$ cat src/inc/eio_pkg.sv
`default_nettype none

package eio_pkg;

    // ------------------------------------------------------------
    // Port geometry
    // ------------------------------------------------------------
    localparam int PIN_COUNT = 8;          // Pins on the port
    localparam int HALF_PORT = 4;          // Pins 0..3 vs pins 4..7
    localparam int SEG_TOP_BIT = 7;        // Enable bit for pin 0

    // ------------------------------------------------------------
    // Register byte addresses (aligned words)
    // ------------------------------------------------------------
    localparam logic [31:0] ADDR_DIR = 32'h0000_0000;  // pin_direction_h
    localparam logic [31:0] ADDR_PORT = 32'h0000_0004; // pin_level_h
    localparam logic [31:0] ADDR_LAT = 32'h0000_0008;  // output_latch_h
    localparam logic [31:0] ADDR_SEG = 32'h0000_000C;  // segment enable
    localparam logic [31:0] ADDR_WORD_MASK = 32'hFFFF_FFFC;

    // ------------------------------------------------------------
    // Reset values
    // ------------------------------------------------------------
    localparam logic [7:0] DIR_RST = 8'hFF;  // All pins inputs
    localparam logic [7:0] LAT_RST = 8'h00;  // Latch cleared
    localparam logic [7:0] SEG_RST = 8'h00;  // Segments off

    // ------------------------------------------------------------
    // Bus answers
    // ------------------------------------------------------------
    localparam logic [1:0] RESP_OKAY = 2'h0;
    localparam logic [1:0] RESP_SLVERR = 2'h2;

endpackage

`default_nettype wire

$ cat src/core/eio_sync.sv
`default_nettype none

// ------------------------------------------------------------
// Two-stage synchroniser for the pin inputs
// ------------------------------------------------------------
module eio_sync (
    // Clock and reset
    input wire logic clk,
    input wire logic rst,
    // Raw pins in, settled copy out
    input wire logic [7:0] d,
    output logic [7:0] q
);

    // Both stages in one state word
    typedef struct packed {
        logic [7:0] first;   // Metastable stage, read only by second
        logic [7:0] second;  // Settled stage
    } eio_sync_t;

    eio_sync_t st;
    eio_sync_t next_st;

    // Shift one stage per clock
    always_comb begin
        next_st = st;
        next_st.first = d;
        next_st.second = st.first;
    end

    // Register the state
    always_ff @(posedge clk) begin
        if (rst) begin
            st <= '0;
        end else begin
            st <= next_st;
        end
    end

    assign q = st.second;

endmodule

`default_nettype wire

$ cat src/core/eio_port.sv
`default_nettype none

// Overview of operation
// - Eight pins, each direction, latch, input
// - Direction one: driver off, pin is input
// - Direction zero: pin driven from latch
// - Latch register readable; reads return latch
// - Each direction bit set independently
// - Reset leaves every pin an input
// - Port functions only with segment disabled
// - Segment enable suppresses latch drive always
// - Enable bit k selects segment forty plus k
// - Pins 0..3 take segments 47..44
// - Pins 4..7 take segments 40..43
// - Segment overrides the direction bit

module eio_port (
    // Clock and reset
    input wire logic MCLK,
    input wire logic SYS_RST,
    // AXI4-Lite write address
    input wire logic [31:0] AWADDR,
    input wire logic AWVALID,
    output logic AWREADY,
    // AXI4-Lite write data
    input wire logic [31:0] WDATA,
    input wire logic [3:0] WSTRB,
    input wire logic WVALID,
    output logic WREADY,
    // AXI4-Lite write response
    output logic [1:0] BRESP,
    output logic BVALID,
    input wire logic BREADY,
    // AXI4-Lite read address
    input wire logic [31:0] ARADDR,
    input wire logic ARVALID,
    output logic ARREADY,
    // AXI4-Lite read data
    output logic [31:0] RDATA,
    output logic [1:0] RRESP,
    output logic RVALID,
    input wire logic RREADY,
    // Port pins, split into in, out and enable
    input wire logic [7:0] IO_PIN_IN,
    output logic [7:0] IO_PIN_OUT,
    output logic [7:0] IO_PIN_OE,
    // Pins handed to the segment driver
    output logic [7:0] LCD_SEG_ACTIVE
);

    // ------------------------------------------------------------
    // State
    // ------------------------------------------------------------
    typedef struct packed {
        logic [7:0] dir;       // pin_direction_h
        logic [7:0] lat;       // output_latch_h
        logic [7:0] se;        // lcd_segment_enable_upper
        logic aw_held;         // Write address captured
        logic [31:0] awaddr;   // Captured write address
        logic w_held;          // Write data captured
        logic [7:0] wdata;     // Captured low data byte
        logic wstrb0;          // Captured low byte lane strobe
        logic awready;
        logic wready;
        logic bvalid;
        logic [1:0] bresp;
        logic arready;
        logic rvalid;
        logic [7:0] rdata;     // Upper 24 bits always read zero
        logic [1:0] rresp;
        logic [7:0] pin_out;
        logic [7:0] pin_oe;
        logic [7:0] seg_act;
    } eio_state_t;

    eio_state_t st;
    eio_state_t next_st;
    logic [7:0] pin_sync;  // Settled pin levels

    // ------------------------------------------------------------
    // Helpers
    // ------------------------------------------------------------
    // Per-pin segment mask from the enable register
    function automatic logic [7:0] seg_pins(input logic [7:0] se);
        logic [7:0] m;
        m = 8'h00;
        for (int i = 0; i < eio_pkg::PIN_COUNT; i++) begin
            if (i < eio_pkg::HALF_PORT) begin
                m[i] = se[eio_pkg::SEG_TOP_BIT - i];
            end else begin
                m[i] = se[i - eio_pkg::HALF_PORT];
            end
        end
        return m;
    endfunction

    // Address match on an aligned word
    function automatic logic hit(input logic [31:0] a,
                                 input logic [31:0] reg_addr);
        return (a & eio_pkg::ADDR_WORD_MASK) == reg_addr;
    endfunction

    // Mapped-address test, used by both channels
    function automatic logic mapped(input logic [31:0] a);
        return hit(a, eio_pkg::ADDR_DIR) || hit(a, eio_pkg::ADDR_PORT)
            || hit(a, eio_pkg::ADDR_LAT) || hit(a, eio_pkg::ADDR_SEG);
    endfunction

    // ------------------------------------------------------------
    // Input synchroniser
    // ------------------------------------------------------------
    eio_sync u_sync (
        .clk(MCLK),
        .rst(SYS_RST),
        .d(IO_PIN_IN),
        .q(pin_sync)
    );

    // Handshake terms
    logic aw_fire;
    logic w_fire;
    logic ar_fire;
    logic do_write;
    assign aw_fire = AWVALID && st.awready;
    assign w_fire = WVALID && st.wready;
    assign ar_fire = ARVALID && st.arready;
    assign do_write = st.aw_held && st.w_held && !st.bvalid;

    // ------------------------------------------------------------
    // Next-state logic
    // ------------------------------------------------------------
    always_comb begin
        logic [7:0] seg;
        seg = 8'h00;
        next_st = st;
        // Capture address and data in either order
        if (aw_fire) begin
            next_st.aw_held = 1'b1;
            next_st.awaddr = AWADDR;
        end
        if (w_fire) begin
            next_st.w_held = 1'b1;
            next_st.wdata = WDATA[7:0];
            next_st.wstrb0 = WSTRB[0];
        end
        // Perform the write once both halves are here
        if (do_write) begin
            next_st.aw_held = 1'b0;
            next_st.w_held = 1'b0;
            next_st.bvalid = 1'b1;
            next_st.bresp = mapped(st.awaddr) ? eio_pkg::RESP_OKAY
                                              : eio_pkg::RESP_SLVERR;
            // Only the low byte lane carries register bits
            if (st.wstrb0) begin
                if (hit(st.awaddr, eio_pkg::ADDR_DIR)) begin
                    next_st.dir = st.wdata;
                end
                if (hit(st.awaddr, eio_pkg::ADDR_LAT)) begin
                    next_st.lat = st.wdata;
                end
                if (hit(st.awaddr, eio_pkg::ADDR_PORT)) begin
                    next_st.lat = st.wdata;
                end
                if (hit(st.awaddr, eio_pkg::ADDR_SEG)) begin
                    next_st.se = st.wdata;
                end
            end
        end
        // Response leaves when the master takes it
        if (st.bvalid && BREADY) begin
            next_st.bvalid = 1'b0;
        end
        // Accept a new half only while no write is pending
        next_st.awready = !next_st.aw_held && !next_st.bvalid;
        next_st.wready = !next_st.w_held && !next_st.bvalid;
        // Read: answer one cycle after the address is taken
        if (ar_fire) begin
            next_st.rvalid = 1'b1;
            next_st.rresp = mapped(ARADDR) ? eio_pkg::RESP_OKAY
                                           : eio_pkg::RESP_SLVERR;
            if (hit(ARADDR, eio_pkg::ADDR_DIR)) begin
                next_st.rdata = st.dir;
            end else if (hit(ARADDR, eio_pkg::ADDR_PORT)) begin
                next_st.rdata = pin_sync;
            end else if (hit(ARADDR, eio_pkg::ADDR_LAT)) begin
                next_st.rdata = st.lat;
            end else if (hit(ARADDR, eio_pkg::ADDR_SEG)) begin
                next_st.rdata = st.se;
            end else begin
                next_st.rdata = 8'h00;     // Unmapped reads zero
            end
        end else if (st.rvalid && RREADY) begin
            next_st.rvalid = 1'b0;
        end
        next_st.arready = !next_st.rvalid;
        // Pin drive from the new register values, so the pins
        // change at the same edge as the register write
        seg = seg_pins(next_st.se);
        next_st.seg_act = seg;
        // Segment wins over direction; direction one releases
        next_st.pin_oe = ~next_st.dir & ~seg;
        next_st.pin_out = next_st.lat & next_st.pin_oe;
    end

    // ------------------------------------------------------------
    // State register
    // ------------------------------------------------------------
    always_ff @(posedge MCLK) begin
        if (SYS_RST) begin
            st <= '0;
            st.dir <= eio_pkg::DIR_RST;
            st.lat <= eio_pkg::LAT_RST;
            st.se <= eio_pkg::SEG_RST;
        end else begin
            st <= next_st;
        end
    end

    // ------------------------------------------------------------
    // Outputs
    // ------------------------------------------------------------
    assign AWREADY = st.awready;
    assign WREADY = st.wready;
    assign BVALID = st.bvalid;
    assign BRESP = st.bresp;
    assign ARREADY = st.arready;
    assign RVALID = st.rvalid;
    assign RRESP = st.rresp;
    assign RDATA = {24'h000000, st.rdata};
    assign IO_PIN_OUT = st.pin_out;
    assign IO_PIN_OE = st.pin_oe;
    assign LCD_SEG_ACTIVE = st.seg_act;

    // Write of a byte on the low lane to a given register
    logic wr_lane;
    assign wr_lane = do_write && st.wstrb0;
endmodule

`default_nettype wire

$ cat config.mk
export PLATFORM = sky130hd
export DESIGN_NAME = eio_port
export DESIGN_NICKNAME = d
export VERILOG_FILES = /design/src/inc/eio_pkg.sv /design/src/core/eio_sync.sv /design/src/core/eio_port.sv
export SDC_FILE = /design/constraint.sdc
export NUM_CORES = 1
export LEC_CHECK = 0
export BUFFER_PORTS_ARGS = -buffer_cell sky130_fd_sc_hd__clkbuf_2
export CAP_MARGIN = 20
export CORE_ASPECT_RATIO = 0.8
export CORE_MARGIN = 2
export CORE_UTILIZATION = 54
export CTS_BUF_LIST = sky130_fd_sc_hd__clkbuf_4
export DETAILED_ROUTE_END_ITERATION = 10
export GPL_TIMING_DRIVEN = 0
export PLACE_DENSITY = 0.87
export REMOVE_ABC_BUFFERS = 1
export SYNTH_ARGS = -nofsm -noshare
export SYNTH_HDL_FRONTEND = slang
export SYNTH_SLANG_ARGS = --single-unit
$ cat constraint.sdc
create_clock -name MCLK -period 6.5 [get_ports MCLK]
set_clock_uncertainty 0.1 [all_clocks]
set_input_delay 0.65 -clock MCLK [delete_from_list [all_inputs] [get_ports MCLK]]
set_output_delay 0.65 -clock MCLK [all_outputs]
set_load 0.01 [all_outputs]
Word level (Yosys, flattened, before mapping)

Index checks and enable logic that the tools add are counted.

Flip-flop bits (word level): 124
Memories kept: 0
Memory bits (read-only): 0
Input port bits: 115
Latch bits: 0
Memory bits (writable): 0

Reductions and logical operators: 22
$lt $le $gt $ge: 0
Bitwise logic cells: 4
Shift operators: 0
Divide/modulo/power cells: 0
Equal/unequal tests: 6
$mul: 0
Add/subtract/negate cells: 0
Multiplexer cells: 19

Operator list:

| operator                                              | count |
|---|---|
| equality test 30 x 2 -> 1 bit (second input constant) | 4 |
| zero test 32 bit                                      | 2 |
| two-way mux 8 bit                                     | 8 |
| equality test 30 x 1 -> 1 bit (second input constant) | 2 |
| two-way mux 33 bit                                    | 1 |
| two-way mux 25 bit                                    | 1 |
| two-way mux 24 bit                                    | 1 |
| bitwise AND 8 bit                                     | 2 |
| inverter 8 bit                                        | 2 |
| two-way mux 10 bit                                    | 1 |
| logical AND 1 bit                                     | 9 |
| logical OR 1 bit                                      | 6 |
| zero test 1 bit                                       | 5 |
| two-way mux 1 bit                                     | 4 |
| two-way mux 2 bit                                     | 2 |
| two-way mux 3 bit                                     | 1 |

Depth between registers and ports, before layout

Gate-level depths: netlist (run 1).

Depth after elaboration: 9
Depth in mapped cells: 7

Modules after synthesis

From an unflattened synthesis (run 1), not the netlist that was laid out.

Cells, all modules: 487
Area total of the unflattened synthesis: 4682.0 um^2

Modules (own cells, without submodules):

| module   | cells an instance | area an instance (um^2) | times used |
|---|---|---|---|
| eio_port | 454               | 4217.8                  | 1 |
| eio_sync | 33                | 464.2                   | 1 |

Worst setup path before layout (run 1)

Ideal clock, no wire load.

Kind: reg-to-reg
Start point: register st, in the netlist BVALID
End point: register st, in the netlist LCD_SEG_ACTIVE[3]
Path slack: 4383 ps
Buffers on the path: 1
Arrival: 1888 ps
Cell stages (with the launch flop): 7
Cell sequence: dfxtp_1 > and3b_1 > clkbuf_1 > nand2_1 > nor4_4 > mux2_2 > nor2b_1

Cells in the longest elaborated chain, start to end: 3

Ends and longest elaborated chain:

| item                   | line            | text |
|---|---|---|
| from (decl)            | eio_port.sv:76  | `eio_state_t st;` |
| from (signal assigned) | eio_port.sv:215 | `st <= next_st;` |
| zero test 1 bit        | eio_port.sv:127 | `assign do_write = st.aw_held && st.w_held && !st.bvalid;` |
| logical AND 1 bit      | eio_port.sv:127 |  |
| two-way mux 25 bit     | eio_port.sv:147 | `if (do_write) begin` |

No other way between the ends.
A chain may end at the register's enable or synchronous reset.

Worst setup path after layout (run 1)

Start point: register st[60] in the netlist's numbering
End point: register st, in the netlist IO_PIN_OUT[0]

Cells in the longest elaborated chain, start to end: 7

Ends and longest elaborated chain:

| item                                                                     | line                             | text |
|---|---|---|
| equality test 30 x 2 -> 1 bit / zero test 32 bit (equally long branches) | eio_port.sv:100                  | `return (a & eio_pkg::ADDR_WORD_MASK) == reg_addr;` |
| two-way mux 8 bit (on tied branches)                                     | eio_port.sv:164, eio_port.sv:155 |  |
| two-way mux 24 bit *                                                     | eio_port.sv:154                  | `if (st.wstrb0) begin` |
| two-way mux 25 bit *                                                     | eio_port.sv:147                  |  |
| inverter 8 bit                                                           | eio_port.sv:201                  | `next_st.pin_oe = ~next_st.dir & ~seg;` |
| bitwise AND 8 bit                                                        | eio_port.sv:201                  |  |
| bitwise AND 8 bit *                                                      | eio_port.sv:202                  | `next_st.pin_out = next_st.lat & next_st.pin_oe;` |

Every way passes the cells marked *; elsewhere a longest branch is shown, timed or not.

==> run summary, run 1 <==
status -> finished clean
vias in the first global route -> 3214
CP arrival -> 3020 ps
H-tree Lvls -> 3
drc violations -> 0
reg-to-reg endpoint -> IO_PIN_OUT[0]
final period utilization -> 42.3%
syn_area_per_cell -> 9.17 sq um
setup slack, reg-to-reg -> 3750 ps
WL/cell -> 12.8 um
Final Routed Wirelength -> 8.89 mm
commonest non-fill, non-tap cell in the layout -> clkbuf_2
Starting Density -> 55.2%
largest family of logic cells by synthesized area -> simple AND/OR/NAND/NOR gates
grt ovf -> 0
Setup Total Neg Slack -> 0 ps
largest net degree at the start of global routing -> 66
crit-path cells -> nor4_2 > nand4_2 > or4b_1 > mux2i_4 > nor3_2
proportion of synthesized area in mux cells -> 9.28%
via count -> 3404
fmax -> 364 MHz
Root Buffer -> clkbuf_4
Synth Cell Area -> 4640 sq um
Antenna Cells -> 0
Seq/Total Area, Yosys -> 48.3%
Post-CTS Setup Bufs -> 0
Slew Limit Fails -> 0
height of the die -> 86.9 um
M1 WL -> 3.92 mm
Synth Area in Simple Gates -> 23.4%
Syn-to-layout area delta -> 10.1%
worst min-delay path class -> input pin to register
Iter 0 DRT Violations -> 115
DR pass1 iterations -> 4
nets -> 695
peak supply drop -> 0.127 mV
fillers -> 777
Compound-Gate Fraction of Synth Area -> 6.85%
CP Launch Type -> register
full die area -> 9350 sq um
Core ar. -> 8410 sq um
Power Dens Cells -> 229 nW/um^2
maximum clock path buffer count -> 2
Fin. Hold Viols -> 0
Hold Startpoint -> AWADDR[11]
Worst slew margin -> 31.5%
RePlAce Congestion -> 0.805
worst skew pair latency -> 450 ps
LEAKAGE -> 2.16 nW
number of core rows -> 30
max incr delay on CP -> 1050 ps
met3 WL post-DR -> 504 um
Seq cells post-synth -> 112
FF-to-FF Start -> st[60]
Worst Path Buf+Inv -> 0
uppermost layer routed -> met4
# setup viols final -> 0
Pwr Total -> 1.17 mW
hold-fix buffer count after cts -> 0
worst reg2reg path depth -> 5
crit path max fanout -> 8
post-route ant nets -> 0
Register Area -> 2240 sq um
most frequent cells in the layout -> clkbuf_2 (121), dfxtp_1 (112), nand2_1 (100)
Total GRT Usage -> 19.7%
Mapped Cells -> 506
post-cts sizing count -> 0
Least-Margin Pin Slew -> 1030 ps
io pins -> 180
met2 wire len -> 4.37 mm
layout cells sized above 1 -> 28.9%
CTS Buf Count -> 9
Sink Count -> 112
critical path's slowest cell -> or4b_1
vias per cell -> 4.88
Synth Area in XOR/XNOR -> 0.189%
WHS Path Cells -> 3
die width -> 108 um
Clock transition at path regs -> 160 ps
number of max-cap violations -> 0
Synth Area in Adders -> 0%
initial antenna violation count -> 0
Yosys warnings -> 0
multi-input logic area -> 1940 sq um
RSZ-0062 raised after global routing -> no
Port-buffer cells -> 122
global-route wire length before repair -> 14.5 mm
Hold Path Sink -> st[62]
Worst Setup Path Type -> register to register
Unique masters post-synth -> 30
CP required -> 6770 ps
Tmin final -> 2750 ps
CP top delay family -> simple AND/OR/NAND/NOR gates
TritonCTS clock tree -> yes
post-DP HPWL -> 6.74 mm
CP endpoint kind -> register
## layout make-up
class / count / area share, %
Multi-Input combinational cell: 334 / 38.0
Clock inverter: 6 / 1.35
Sequential cell: 112 / 43.9
Tap cell: 112 / 2.75
Timing Repair Buffer: 123 / 12.5
Clock buffer: 10 / 1.47
## worst min-delay path, cell delays in order
cell and delay (ps):
clkbuf_2 80, nand2_1 40, a21oi_1 50
## kinds of logic (layout without fill, tap and decap cells)
family,Yosys count,in the layout
buffers and inverters,85,139
AOI/OAI and AO/OA,59,59
other,1,26
DFF,112,112
and+or+nand+nor,216,216
xor gates and xnor gates,1,1
muxes,32,32
## stage by stage
stage,utilization [%],std cells,worst slack (ps),area (sq um),hold WS (ps)
global placement,58.6,680,3460,4930,324
detailed placement,59.0,681,3760,4960,325
CTS,60.7,697,3720,5100,274
floorplan,-,446,4120,4180,314
global route,60.7,697,3530,5100,260
finish,60.7,697,3750,5100,300
## per-layer routing
layer / vias up / global-route usage [%]
met5: - / 0
met4: 0 / 5.48
met3: 6 / 5.46
met2: 101 / 33.6
met1: 1559 / 24.8
li1: 1738 / -
## sequential cells by signal, indices dropped and copies added, names as in the netlist, 7 cells and up
| register | cells |
|---|---|
| st | 58 |
| IO_PIN_OE | 8 |
| IO_PIN_OUT | 8 |
| RDATA | 8 |
| u_sync.next_st | 8 |
| u_sync.q | 8 |
| LCD_SEG_ACTIVE | 7 |
## cell usage after synthesis
cell type  instances  area [sq um]
dfxtp_1          112          2240
nand2_1          100           375
buf_4             60           450
nor2_1            47           176
a21oi_1           42           210
nor2b_1           25           156
clkbuf_1          22          82.6
mux2i_1           16           160
nor4_1            12          75.1
mux2_2             8          90.1
mux2i_4            8           180
nor3_2             8          80.1
o21ai_0            8          40.0
o31ai_1            8          60.1
nor3_1             4          20.0
and2_1             3          18.8
nand3_1            3          15.0
nor4_2             3          37.5
nor4_4             3          63.8
buf_1              2          7.51
nand2b_1           2          12.5
or4_1              2          15.0
a211oi_1           1          7.51
and3b_1            1          8.76
buf_6              1          11.3
conb_1             1          3.75
nand4_1            1          6.26
nand4_2            1          12.5
or4b_1             1          10.0
xnor2_1            1          8.76
## power by group
| part | internal [mW] | switching (mW) | total (mW) |
|---|---|---|---|
| combinational | 0.0456 | 0.0651 | 0.111 |
| clock | 0.124 | 0.215 | 0.340 |
| sequential | 0.707 | 0.0126 | 0.720 |
## worst max path at each step
stage	start	to	slack, ps	depth (start not counted)
after global placement	SYS_RST	RDATA[2]	3460	3
after CTS	st[60]	IO_PIN_OUT[2]	3720	5
after floorplan	st[80]	IO_PIN_OUT[0]	4120	5
after global routing	st[60]	IO_PIN_OE[0]	3530	5
after detailed placement	st[60]	IO_PIN_OUT[2]	3760	5
final	st[60]	IO_PIN_OUT[0]	3750	5
Power figures use the tool's default switching activity.
==> run 2, diff against run 1 <==
--- a/config.mk
+++ b/config.mk
@@ -9,11 +9,11 @@
 export CAP_MARGIN = 20
 export CORE_ASPECT_RATIO = 0.8
 export CORE_MARGIN = 2
-export CORE_UTILIZATION = 54
+export CORE_UTILIZATION = 46
 export CTS_BUF_LIST = sky130_fd_sc_hd__clkbuf_4
 export DETAILED_ROUTE_END_ITERATION = 10
 export GPL_TIMING_DRIVEN = 0
-export PLACE_DENSITY = 0.87
+export PLACE_DENSITY = 0.79
 export REMOVE_ABC_BUFFERS = 1
 export SYNTH_ARGS = -nofsm -noshare
 export SYNTH_HDL_FRONTEND = slang
==> constraint.sdc (replaced) <==
create_clock -name MCLK -period 2.5 [get_ports MCLK]
set_clock_uncertainty 0.1 [all_clocks]
set_input_delay 0.25 -clock MCLK [delete_from_list [all_inputs] [get_ports MCLK]]
set_output_delay 0.25 -clock MCLK [all_outputs]
set_load 0.01 [all_outputs]
==> run summary, run 2 (synthesis results as in run 1) <==
status -> finished clean
post-DP HPWL -> 6.89 mm
worst skew pair latency -> 450 ps
Root Buffer -> clkbuf_4
Final Routed Wirelength -> 9.81 mm
Total GRT Usage -> 17.7%
Fin. Hold Viols -> 0
Power Dens Cells -> 529 nW/um^2
Clock transition at path regs -> 160 ps
number of core rows -> 32
CTS Buf Count -> 9
Iter 0 DRT Violations -> 167
global-route wire length before repair -> 15.2 mm
worst min-delay path class -> input pin to register
Port-buffer cells -> 122
# setup viols final -> 0
worst reg2reg path depth -> 5
io pins -> 180
post-route ant nets -> 0
CP arrival -> 2610 ps
Worst Setup Path Type -> register to register
Hold Startpoint -> SYS_RST
vias per cell -> 4.70
drc violations -> 0
nets -> 750
Tmin final -> 2330 ps
CP Launch Type -> register
Util after Layout -> 58.4%
peak supply drop -> 0.297 mV
TritonCTS clock tree -> yes
commonest non-fill, non-tap cell in the layout -> clkbuf_2
WL/cell -> 12.7 um
DR pass1 iterations -> 4
Pwr Total -> 3.01 mW
Sink Count -> 112
Worst slew margin -> 36.7%
number of max-cap violations -> 0
H-tree Lvls -> 3
Core ar. -> 9730 sq um
Syn-to-layout area delta -> 22.5%
RePlAce Congestion -> 0.833
FF-to-FF Start -> st[77]
Least-Margin Pin Slew -> 947 ps
grt ovf -> 0
Place WS -> -226 ps
setup ws final -> 166 ps
final period utilization -> 93.3%
WHS Path Cells -> 2
CP required -> 2770 ps
full die area -> 10900 sq um
LEAKAGE -> 2.38 nW
initial antenna violation count -> 0
layout cells sized above 1 -> 27.5%
vias in the first global route -> 3393
largest net degree at the start of global routing -> 72
maximum clock path buffer count -> 2
RSZ-0062 raised after global routing -> no
crit path from -> st[77]
Antenna Cells -> 0
via count -> 3646
most frequent cells in the layout -> clkbuf_2 (121), dfxtp_1 (112), nand2_1 (100)
crit path max fanout -> 8
height of the die -> 93.8 um
final hold slack -> 108 ps
Slew Limit Fails -> 0
fmax -> 428 MHz
die width -> 116 um
Reg with most FFs -> st
max reg flops -> 58
CP endpoint kind -> register
Starting Density -> 47.7%
run 2: worst max-delay path, stage by stage (launching register included):
cell and delay (ps):
dfxtp_1 350, nor4_2 320, nand4_2 280, or4b_4 790, mux2i_4 270, nor3_2 150
run 2: metrics by stage:
stage | instance area [sq um] | setup TNS, ps | instances
finish | 5680 | 0 | 775
global route | 5680 | 0 | 775
CTS | 5620 | 0 | 771
detailed placement | 4990 | -3810 | 705
global placement | 4960 | -4410 | 704
floorplan | 4180 | 0 | 446
run 2: report_power, final:
group	total (mW)	internal [mW]	switching, mW
combinational	0.365	0.178	0.187
sequential	1.87	1.84	0.0339
clock	0.771	0.205	0.566
run 2: cell type report:
cell class,count,area [sq um]
flip-flops and latches,112,2240
clock buffers,9,67.6
clock inverters,6,46.3
repair buffers,178,1200
well taps,136,170
multi-input cells,334,1950
fillers,858,4050
run 2: routing by layer:
metal	wire length, um	GRT usage (%)	vias up
met5	0	0	-
met4	195	7.44	0
met3	594	4.00	18
met2	4790	30.5	120
met1	4240	21.2	1661
li1	-	-	1847
run 2: worst paths after layout:
| check | endpoint | slack, ps |
|---|---|---|
| setup / recovery | IO_PIN_OUT[2] | 170 |
| setup reg to reg | IO_PIN_OUT[2] | 170 |
| hold reg to reg | u_sync.q[0] | 340 |
| hold / removal | st[74] | 110 |
run 2: timing repair:
| action | 4_1_cts | 5_1_grt |
|---|---|---|
| hold buffers | 51 | 0 |
| setup endpoints to repair | 32 | 32 |
| buffers inserted | 0 | 3 |
| resized for setup | 2 | 2 |
| hold endpoints to repair | 51 | 0 |
| pin swaps | 1 | 2 |
